`src/aas_pkg.sv`:
```
// Constants and types of the auxiliary converter sequencer, and its conversion clock divider.
`default_nettype none

package aas_pkg;

    // ********************************************************************
    // Serial instruction layout
    // ********************************************************************
    localparam int          INSTR_W       = 16;
    localparam int          ADDR_MSB      = 15;
    localparam int          ADDR_LSB      = 12;
    localparam int          BITCNT_W      = 5;
    localparam logic [3:0]  CTRL_ADDR_DEF = 4'h5;
    localparam logic [3:0]  NULL_ADDR     = 4'hF;

    // ********************************************************************
    // Control register fields and reset value
    // ********************************************************************
    localparam int          CTRL_W        = 11;
    localparam int          START_BIT     = 0;
    localparam int          REF_BIT       = 1;
    localparam int          MUX_LSB       = 2;
    localparam int          MUX_W         = 2;
    localparam int          AVG_LSB       = 4;
    localparam int          AVG_W         = 3;
    localparam int          DIV_LSB       = 7;
    localparam int          DIV_W         = 3;
    localparam int          RDEN_BIT      = 10;
    localparam logic [10:0] CTRL_RST      = 11'h000;

    // ********************************************************************
    // Conversion timing and averaging
    // ********************************************************************
    localparam int          RES_W         = 10;
    localparam logic [3:0]  EDGE_SAMPLE   = 4'h0;
    localparam logic [3:0]  EDGE_LOAD     = 4'hB;
    localparam logic [2:0]  AVG_MAX_CODE  = 3'h5;
    localparam int          ACC_W         = 15;
    localparam int          CONV_CNT_W    = 6;

    // Sequencer states.
    typedef enum logic [0:0] {
        AAS_IDLE,
        AAS_CONVERT
    } aas_state_t;

endpackage

// Divides the system clock by two to the power of the selected code.
module aas_clk_div #(
    parameter int SEL_W = 3
) (
    input  wire logic             clk,
    input  wire logic             resetn,
    input  wire logic             run,
    input  wire logic [SEL_W-1:0] div_sel,
    output logic                  tick
);
    localparam int CNT_W = (1 << SEL_W) - 1;

    logic [CNT_W-1:0] cnt_reg;
    logic [CNT_W-1:0] limit;

    // Last count of one conversion clock period.
    assign limit = CNT_W'(({{(CNT_W-1){1'b0}}, 1'b1} << div_sel) - 1'b1);
    assign tick  = run && (cnt_reg == limit);

    // Free count while a sequence runs, restarted when idle.
    always_ff @(posedge clk or negedge resetn) begin
        if (!resetn) begin
            cnt_reg <= '0;
        end else if (!run || tick) begin
            cnt_reg <= '0;
        end else begin
            cnt_reg <= cnt_reg + 1'b1;
        end
    end
endmodule

`default_nettype wire

```
`src/aas_aux_adc_seq.sv`:
```
// Auxiliary converter sequencer with serial instruction port and result readout.
//
// Function
// - Start bit write launches conversion sequence.
// - Start bit clears itself when sequence ends.
// - Start writes ignored while sequence runs.
// - Reference bit: 0 bandgap, 1 analog supply.
// - Two-bit field steers four-way input mux.
// - Average code gives 1 to 32 conversions.
// - Twelve conversion clock edges per conversion.
// - Each averaged conversion also takes twelve edges.
// - Conversion clock derived from system clock divider.
// - Output driven high as busy at start.
// - Completion stores result, output driven low unless a select rise during the run has floated it.
// - Readout enabled: result shown after chip-select fall.
// - Result shifted MSB first on clock fall.
// - Output floats when chip select rises, except on the rise that launches a sequence.
// - Readout disabled: no result on output.
// - Instructions accepted whatever the output does.
// - All-ones address changes no register.
// - Rising-edge MSB-first shift, latched on select rise.
// - Readout enable resets to zero.
`default_nettype none

module aas_aux_adc_seq #(
    parameter logic [3:0] CTRL_ADDR = aas_pkg::CTRL_ADDR_DEF
) (
    input  wire logic       clk,
    input  wire logic       resetn,
    input  wire logic       cs_n_pin,
    input  wire logic       sclk_pin,
    input  wire logic       din_pin,
    input  wire logic       adc_cmp,
    output logic            dout_o,
    output logic            dout_oe,
    output logic            adc_sample_o,
    output logic [9:0]      adc_trial_o,
    output logic [1:0]      adc_mux_sel_o,
    output logic            adc_ref_sel_o,
    output logic            conv_busy_o,
    output logic            result_ready_o
);

    // ********************************************************************
    // Declarations
    // ********************************************************************
    logic [2:0]                        sync1_reg;
    logic [2:0]                        sync2_reg;
    logic [2:0]                        sync3_reg;
    logic                              cs_n_s;
    logic                              sclk_s;
    logic                              din_s;
    logic                              cs_fall;
    logic                              cs_rise;
    logic                              sclk_rise;
    logic                              sclk_fall;
    logic [aas_pkg::INSTR_W-1:0]       shift_reg;
    logic [aas_pkg::BITCNT_W-1:0]      bitcnt_reg;
    logic                              word_ok;
    logic                              ctrl_wr;
    logic                              launch;
    logic [aas_pkg::CTRL_W-1:0]        ctrl_reg;
    aas_pkg::aas_state_t               state_reg;
    logic                              conv_tick;
    logic [3:0]                        edge_reg;
    logic [aas_pkg::CONV_CNT_W-1:0]    conv_cnt_reg;
    logic [2:0]                        avg_code_reg;
    logic [2:0]                        div_code_reg;
    logic [aas_pkg::RES_W-1:0]         trial_reg;
    logic [aas_pkg::RES_W-1:0]         mask_reg;
    logic [aas_pkg::ACC_W-1:0]         acc_reg;
    logic [aas_pkg::ACC_W-1:0]         acc_sum;
    logic [aas_pkg::RES_W-1:0]         result_reg;
    logic                              ready_reg;
    logic                              last_conv;
    logic                              seq_done;
    logic [aas_pkg::RES_W-1:0]         out_sr_reg;
    logic                              reading_reg;
    logic [2:0]                        avg_sel;
    logic [aas_pkg::RES_W-1:0]         keep_code;

    // ********************************************************************
    // Pin synchronisers and edge detection
    // ********************************************************************

    // Two flops per pin; a third stage holds the previous level for edges.
    always_ff @(posedge clk or negedge resetn) begin
        if (!resetn) begin
            sync1_reg <= 3'b011;
            sync2_reg <= 3'b011;
            sync3_reg <= 3'b011;
        end else begin
            sync1_reg <= {din_pin, sclk_pin, cs_n_pin};
            sync2_reg <= sync1_reg;
            sync3_reg <= sync2_reg;
        end
    end

    // Synchronised levels and their edges.
    assign cs_n_s    = sync2_reg[0];
    assign sclk_s    = sync2_reg[1];
    assign din_s     = sync2_reg[2];
    assign cs_fall   = !cs_n_s && sync3_reg[0];
    assign cs_rise   = cs_n_s && !sync3_reg[0];
    assign sclk_rise = !cs_n_s && sclk_s && !sync3_reg[1];
    assign sclk_fall = !cs_n_s && !sclk_s && sync3_reg[1];

    // ********************************************************************
    // Serial instruction input
    // ********************************************************************

    // Instruction bits enter MSB first on rising serial clock edges.
    always_ff @(posedge clk or negedge resetn) begin
        if (!resetn) begin
            shift_reg <= '0;
        end else if (sclk_rise) begin
            shift_reg <= {shift_reg[aas_pkg::INSTR_W-2:0], din_s};
        end
    end

    // Counts bits of the frame, saturating at a full word.
    always_ff @(posedge clk or negedge resetn) begin
        if (!resetn) begin
            bitcnt_reg <= '0;
        end else if (cs_fall) begin
            bitcnt_reg <= '0;
        end else if (sclk_rise && !bitcnt_reg[aas_pkg::BITCNT_W-1]) begin
            bitcnt_reg <= bitcnt_reg + 1'b1;
        end
    end

    // A word is taken on the select rise after at least sixteen bits.
    assign word_ok = cs_rise && bitcnt_reg[aas_pkg::BITCNT_W-1];
    assign ctrl_wr = word_ok
                     && (shift_reg[aas_pkg::ADDR_MSB:aas_pkg::ADDR_LSB] == CTRL_ADDR)
                     && (CTRL_ADDR != aas_pkg::NULL_ADDR);
    assign launch  = ctrl_wr && shift_reg[aas_pkg::START_BIT]
                     && (state_reg == aas_pkg::AAS_IDLE);

    // ********************************************************************
    // Control register
    // ********************************************************************

    // Fields load from the word; the start bit is owned by the sequencer.
    always_ff @(posedge clk or negedge resetn) begin
        if (!resetn) begin
            ctrl_reg <= aas_pkg::CTRL_RST;
        end else begin
            if (ctrl_wr) begin
                ctrl_reg[aas_pkg::CTRL_W-1:aas_pkg::REF_BIT] <=
                    shift_reg[aas_pkg::CTRL_W-1:aas_pkg::REF_BIT];
            end
            if (launch) begin
                ctrl_reg[aas_pkg::START_BIT] <= 1'b1;
            end else if (seq_done) begin
                ctrl_reg[aas_pkg::START_BIT] <= 1'b0;
            end
        end
    end

    // Reference and input selection follow the register directly.
    assign adc_ref_sel_o = ctrl_reg[aas_pkg::REF_BIT];
    assign adc_mux_sel_o = ctrl_reg[aas_pkg::MUX_LSB +: aas_pkg::MUX_W];
    assign conv_busy_o   = ctrl_reg[aas_pkg::START_BIT];

    // Codes 110 and 111 fall back to thirty-two conversions; read from the launching word.
    assign avg_sel = (shift_reg[aas_pkg::AVG_LSB +: aas_pkg::AVG_W] > aas_pkg::AVG_MAX_CODE)
                     ? aas_pkg::AVG_MAX_CODE
                     : shift_reg[aas_pkg::AVG_LSB +: aas_pkg::AVG_W];

    // ********************************************************************
    // Conversion clock
    // ********************************************************************

    // Settings come from the launching word itself, since the register only takes
    // them on the same edge, and stay frozen so a later write cannot skew a run.
    always_ff @(posedge clk or negedge resetn) begin
        if (!resetn) begin
            avg_code_reg <= '0;
            div_code_reg <= '0;
        end else if (launch) begin
            avg_code_reg <= avg_sel;
            div_code_reg <= shift_reg[aas_pkg::DIV_LSB +: aas_pkg::DIV_W];
        end
    end

    // One tick per conversion clock edge, from the system clock.
    aas_clk_div #(
        .SEL_W  (aas_pkg::DIV_W)
    ) u_clk_div (
        .clk     (clk),
        .resetn  (resetn),
        .run     (state_reg == aas_pkg::AAS_CONVERT),
        .div_sel (div_code_reg),
        .tick    (conv_tick)
    );

    // ********************************************************************
    // Sequencer
    // ********************************************************************

    // Last conversion of the sequence, and end of the whole averaged sequence.
    assign last_conv = (conv_cnt_reg == aas_pkg::CONV_CNT_W'(
                           ({{(aas_pkg::CONV_CNT_W-1){1'b0}}, 1'b1} << avg_code_reg) - 1'b1));
    assign seq_done  = conv_tick && (edge_reg == aas_pkg::EDGE_LOAD) && last_conv;

    // Idle until launched, back to idle after the last load edge.
    always_ff @(posedge clk or negedge resetn) begin
        if (!resetn) begin
            state_reg <= aas_pkg::AAS_IDLE;
        end else begin
            case (state_reg)
                aas_pkg::AAS_IDLE: begin
                    if (launch) begin
                        state_reg <= aas_pkg::AAS_CONVERT;
                    end
                end
                aas_pkg::AAS_CONVERT: begin
                    if (seq_done) begin
                        state_reg <= aas_pkg::AAS_IDLE;
                    end
                end
                default: begin
                    state_reg <= aas_pkg::AAS_IDLE;
                end
            endcase
        end
    end

    // Edge count within one conversion: sample, ten bits, load.
    always_ff @(posedge clk or negedge resetn) begin
        if (!resetn) begin
            edge_reg <= '0;
        end else if (launch) begin
            edge_reg <= aas_pkg::EDGE_SAMPLE;
        end else if (conv_tick) begin
            edge_reg <= (edge_reg == aas_pkg::EDGE_LOAD)
                        ? aas_pkg::EDGE_SAMPLE : edge_reg + 1'b1;
        end
    end

    // Number of conversions completed in this sequence.
    always_ff @(posedge clk or negedge resetn) begin
        if (!resetn) begin
            conv_cnt_reg <= '0;
        end else if (launch) begin
            conv_cnt_reg <= '0;
        end else if (conv_tick && edge_reg == aas_pkg::EDGE_LOAD) begin
            conv_cnt_reg <= conv_cnt_reg + 1'b1;
        end
    end

    // ********************************************************************
    // Successive approximation and averaging
    // ********************************************************************

    // A high comparator means the input is at or above the trial code.
    assign keep_code = adc_cmp ? trial_reg : (trial_reg & ~mask_reg);

    // Trial code and bit mask walk from the MSB down one bit per edge.
    always_ff @(posedge clk or negedge resetn) begin
        if (!resetn) begin
            trial_reg <= '0;
            mask_reg  <= '0;
        end else if (conv_tick && edge_reg == aas_pkg::EDGE_SAMPLE) begin
            trial_reg <= {1'b1, {(aas_pkg::RES_W-1){1'b0}}};
            mask_reg  <= {1'b1, {(aas_pkg::RES_W-1){1'b0}}};
        end else if (conv_tick && edge_reg != aas_pkg::EDGE_LOAD) begin
            trial_reg <= keep_code | (mask_reg >> 1);
            mask_reg  <= mask_reg >> 1;
        end
    end

    // Sample strobe to the analog front, one cycle on the sampling edge.
    always_ff @(posedge clk or negedge resetn) begin
        if (!resetn) begin
            adc_sample_o <= 1'b0;
        end else begin
            adc_sample_o <= conv_tick && (edge_reg == aas_pkg::EDGE_SAMPLE);
        end
    end

    assign adc_trial_o = trial_reg;
    assign acc_sum     = acc_reg + aas_pkg::ACC_W'(trial_reg);

    // Accumulate each conversion on its load edge.
    always_ff @(posedge clk or negedge resetn) begin
        if (!resetn) begin
            acc_reg <= '0;
        end else if (launch) begin
            acc_reg <= '0;
        end else if (conv_tick && edge_reg == aas_pkg::EDGE_LOAD) begin
            acc_reg <= acc_sum;
        end
    end

    // Store the truncated mean when the sequence ends; launch clears ready.
    always_ff @(posedge clk or negedge resetn) begin
        if (!resetn) begin
            result_reg <= '0;
            ready_reg  <= 1'b0;
        end else if (seq_done) begin
            result_reg <= aas_pkg::RES_W'(acc_sum >> avg_code_reg);
            ready_reg  <= 1'b1;
        end else if (launch) begin
            ready_reg  <= 1'b0;
        end
    end

    assign result_ready_o = ready_reg;

    // ********************************************************************
    // Serial data output
    // ********************************************************************

    // Drive enable: on at launch, off when chip select rises without a launch.
    always_ff @(posedge clk or negedge resetn) begin
        if (!resetn) begin
            dout_oe <= 1'b0;
        end else if (launch) begin
            dout_oe <= 1'b1;
        end else if (cs_rise) begin
            dout_oe <= 1'b0;
        end else if (cs_fall && ready_reg && ctrl_reg[aas_pkg::RDEN_BIT]) begin
            dout_oe <= 1'b1;
        end
    end

    // Readout frame runs from a select fall to the next select rise.
    always_ff @(posedge clk or negedge resetn) begin
        if (!resetn) begin
            reading_reg <= 1'b0;
        end else if (cs_rise) begin
            reading_reg <= 1'b0;
        end else if (cs_fall) begin
            reading_reg <= ready_reg && ctrl_reg[aas_pkg::RDEN_BIT];
        end
    end

    // Output level: busy high, ready low, else result bits MSB first.
    always_ff @(posedge clk or negedge resetn) begin
        if (!resetn) begin
            dout_o     <= 1'b0;
            out_sr_reg <= '0;
        end else if (launch) begin
            dout_o     <= 1'b1;
        end else if (seq_done) begin
            dout_o     <= 1'b0;
        end else if (cs_fall && ready_reg && ctrl_reg[aas_pkg::RDEN_BIT]) begin
            dout_o     <= result_reg[aas_pkg::RES_W-1];
            out_sr_reg <= result_reg << 1;
        end else if (reading_reg && sclk_fall) begin
            dout_o     <= out_sr_reg[aas_pkg::RES_W-1];
            out_sr_reg <= out_sr_reg << 1;
        end
    end

endmodule

`default_nettype wire

```
`config.mk`:
```
export PLATFORM = sky130hd
export DESIGN_NAME = aas_aux_adc_seq
export DESIGN_NICKNAME = d
export VERILOG_FILES = /design/src/aas_pkg.sv /design/src/aas_aux_adc_seq.sv
export SDC_FILE = /design/constraint.sdc
export NUM_CORES = 1
export LEC_CHECK = 0
export BUFFER_PORTS_ARGS = -buffer_cell sky130_fd_sc_hd__buf_2
export CORE_UTILIZATION = 49
export CTS_CLUSTER_DIAMETER = 150
export DETAILED_ROUTE_END_ITERATION = 8
export HOLD_SLACK_MARGIN = 0.12
export PLACE_DENSITY = 0.66
export SYNTH_ARGS = -nofsm -noshare
export SYNTH_HDL_FRONTEND = slang
export SYNTH_SLANG_ARGS = --single-unit
```
`constraint.sdc`:
```
create_clock -name clk -period 3.42 [get_ports clk]
set_input_delay 0.342 -clock clk [delete_from_list [all_inputs] [get_ports clk]]
set_output_delay 0.342 -clock clk [all_outputs]
set_load 0.005 [all_outputs]
```
==> qor.txt <==
Worst Path Required: 3770 ps
Clock transition at path regs: 60 ps
Setup bufs post-CTS: 0
Longest Clk Path Bufs: 2
Initial antenna violation count: 0
Gpl congestion: 0.893
Post-DR wirelength/cell: 16.0 um
Syn_area_per_cell: 9.67 um^2
Critical path cell sequence: ha_1, o211ai_1, o21ai_0, o311ai_0, xnor2_1, mux2i_1, a2111oi_0, o21ai_1, o21ai_1
Clock root cell: clkbuf_16
Leakage power: 3.15 nW
Setup TNS: 0 ps
Worst-case reg-to-reg path depth: 9
Hold_buf cts: 4
Area delta synth->final: 16.3%
Most common cell after layout, fill and taps aside: dfrtp_1
Tcrit/Tclk final: 0.869
H-Tree Depth: 4
Routed WL: 13000 um
CP Launch Type: register
Slew Limit Headroom: 0.455
Syn nets: 648
Critical path data arrival time: 3320 ps
Worst-margin pin slew: 817 ps
Max reg flops: 16
Fmax: 0.337 GHz
Height of the die: 113 um
CP most frequent cell: o21ai_1
Via count: 4618
Final Hold Fails: 0
Crit path kind: reg -> reg
#FFs+latches synth: 117
Avg Vias per Cell: 5.69
HP Class: reg -> reg
Global-route wire length before repair: 22100 um
Pwr/cell area: 517 nW/um^2
CTS tree: built
Slowest library cell on the worst path: a2111oi_0
Max Slew Vio Count: 0
ANT cells: 0
YS warnings: 0
Clock Skew: 8.43 ps
Rows: 40
Async SR Flop Fraction: 1.00
RSZ-0062 raised after global routing: no
Final setup violation count: 0
Minimum clock period: 2970 ps
Detailed Place HPWL: 9050 um
Vias in the first global route: 4505
Seq/Total Area, Yosys: 0.487
Largest net degree at the start of global routing: 73
Skew-Pair Late Insertion Delay: 420 ps
Resized Gates After CTS: 0
Nets: 676
Cell depth of the worst min-delay path: 0
Max Cap Viol: 0
Post-synth EDFFs: 0
Core area: 12000 um^2
Post-route ant nets: 0
Drc violations: 0
Outcome: complete, no violations
Top_reg_cell synth: dfrtp_1
Crit path max fanout: 5
CP endpoint kind: register
Post-Synthesis Cells: 624
I/O Buffers: 23
First-pass DRT Iterations: 5
Ports: 24
Initial drt markers: 326
Final Cell Area: 7020 um^2
Die width: 113 um
Share of layout cells above drive strength 1: 0.158
CTS sink cnt: 117
Most frequent cells in the layout: dfrtp_1, nand2_1, o21ai_0, a21oi_1, nor2_1
Grt total ovfl: 0
CTS buffer count: 17
GRT Util Overall: 0.223
Initial core utilization: 0.502
Syn Std Cell Area: 6030 um^2
Delay of the slowest critical-path stage: 590 ps
Netlist cell types: 61
Die area: 12800 um^2
Placed Area: 6300 um^2
Peak supply drop: 0.000576 V
[report_power, final]
part	leakage (nW)	switching [mW]	internal, mW	total (mW)
sequential	1.55	0.0459	1.44	1.49
combinational	1.28	0.0485	0.0522	0.101
clock	0.319	0.635	1.40	2.04
total	3.15	0.729	2.90	3.63
[metal layers]
metal,wire length (um),vias up,GRT usage
li1,-,2260,-
met5,0,-,0
met4,163,0,0.0868
met1,6050,2241,0.300
met3,655,15,0.0595
met2,6120,102,0.347
[layout make-up]
type,count,area (um^2)
Fill cell,1017,4990
Sequential cell,117,2940
Multi-Input combinational cell,451,2860
Clock buffer,20,457
Timing Repair Buffer,38,253
Clock inverter,12,224
Tap cell,147,184
Inverter,27,101
[metrics by stage]
stage | hold slack, ps | util | total power, mW | setup WS [ps] | instances
final | 352 | 0.584 | 3.63 | 449 | 812
after global routing | 356 | 0.584 | 3.74 | 173 | 812
after CTS | 355 | 0.584 | 3.66 | 495 | 812
after detailed placement | 345 | 0.524 | 1.61 | 528 | 776
after global placement | 339 | 0.524 | 1.60 | 612 | 776
after floorplan | 46.4 | - | 1.55 | 862 | 624
[Yosys cell counts, drive strengths merged (2+ instances only)]
library cell	instances	area share
nand4	8	0.0083
xnor2	11	0.016
a21boi	3	0.0037
nor3	8	0.0066
nor4b	2	0.0029
mux2i	17	0.028
o21ai	57	0.047
clkbuf	18	0.011
nand3	23	0.019
o211ai	5	0.0062
ha	17	0.035
and2	5	0.0052
nor4	7	0.011
a31oi	5	0.0052
a211oi	7	0.0087
a21o	5	0.0062
a2111oi	2	0.0060
a32o	3	0.0050
a311oi	2	0.0039
nor3b	3	0.0037
a221oi	2	0.0039
nand2b	6	0.0062
dfstp	6	0.026
mux2	21	0.039
a41oi	2	0.0029
buf	11	0.012
and3	5	0.0052
xor2	16	0.023
o2111ai	2	0.0029
nand3b	2	0.0025
inv	27	0.017
nand2	82	0.051
dfrtp	111	0.46
nor2	49	0.030
o31ai	5	0.0062
a21oi	51	0.042
or2	2	0.0021
or3	3	0.0039
[cell families (layout without fill, tap and decap cells)]
| group | count (synthesis) | after routing | share of synthesized area |
|---|---|---|---|
| AOI/OAI and AO/OA | 156 | 156 | 0.157 |
| xor gates and xnor gates | 27 | 27 | 0.0392 |
| adders and majority gates | 18 | 18 | 0.0386 |
| buffers and inverters | 56 | 97 | 0.0404 |
| DFF | 117 | 117 | 0.487 |
| muxes | 39 | 39 | 0.0711 |
| and+or+nand+nor | 211 | 211 | 0.167 |
[critical path: cells and delay by family (launching register included)]
family	cells	cell delay, ps
compound gates	6	1630
xor+xnor	1	340
flops	1	390
mux	1	150
fa+ha+maj	1	390
[path summary, 6_finish.rpt]
kind,slack [ps],endpoint,from
hold / removal,350,sync2_reg[2]$_DFF_PN0_,sync1_reg[2]$_DFF_PN0_
max in group asynchronous,2150,sync2_reg[0]$_DFF_PN1_,resetn
min in group asynchronous,470,acc_reg[10]$_DFFE_PN0P_,resetn
setup / recovery,450,result_reg[6]$_DFFE_PN0P_,adc_trial_o[4]$_DFFE_PN0P_
hold reg to reg,350,sync2_reg[2]$_DFF_PN0_,sync1_reg[2]$_DFF_PN0_
setup reg to reg,450,result_reg[6]$_DFFE_PN0P_,adc_trial_o[4]$_DFFE_PN0P_
No activity file was read; power rests on OpenSTA's default activity.
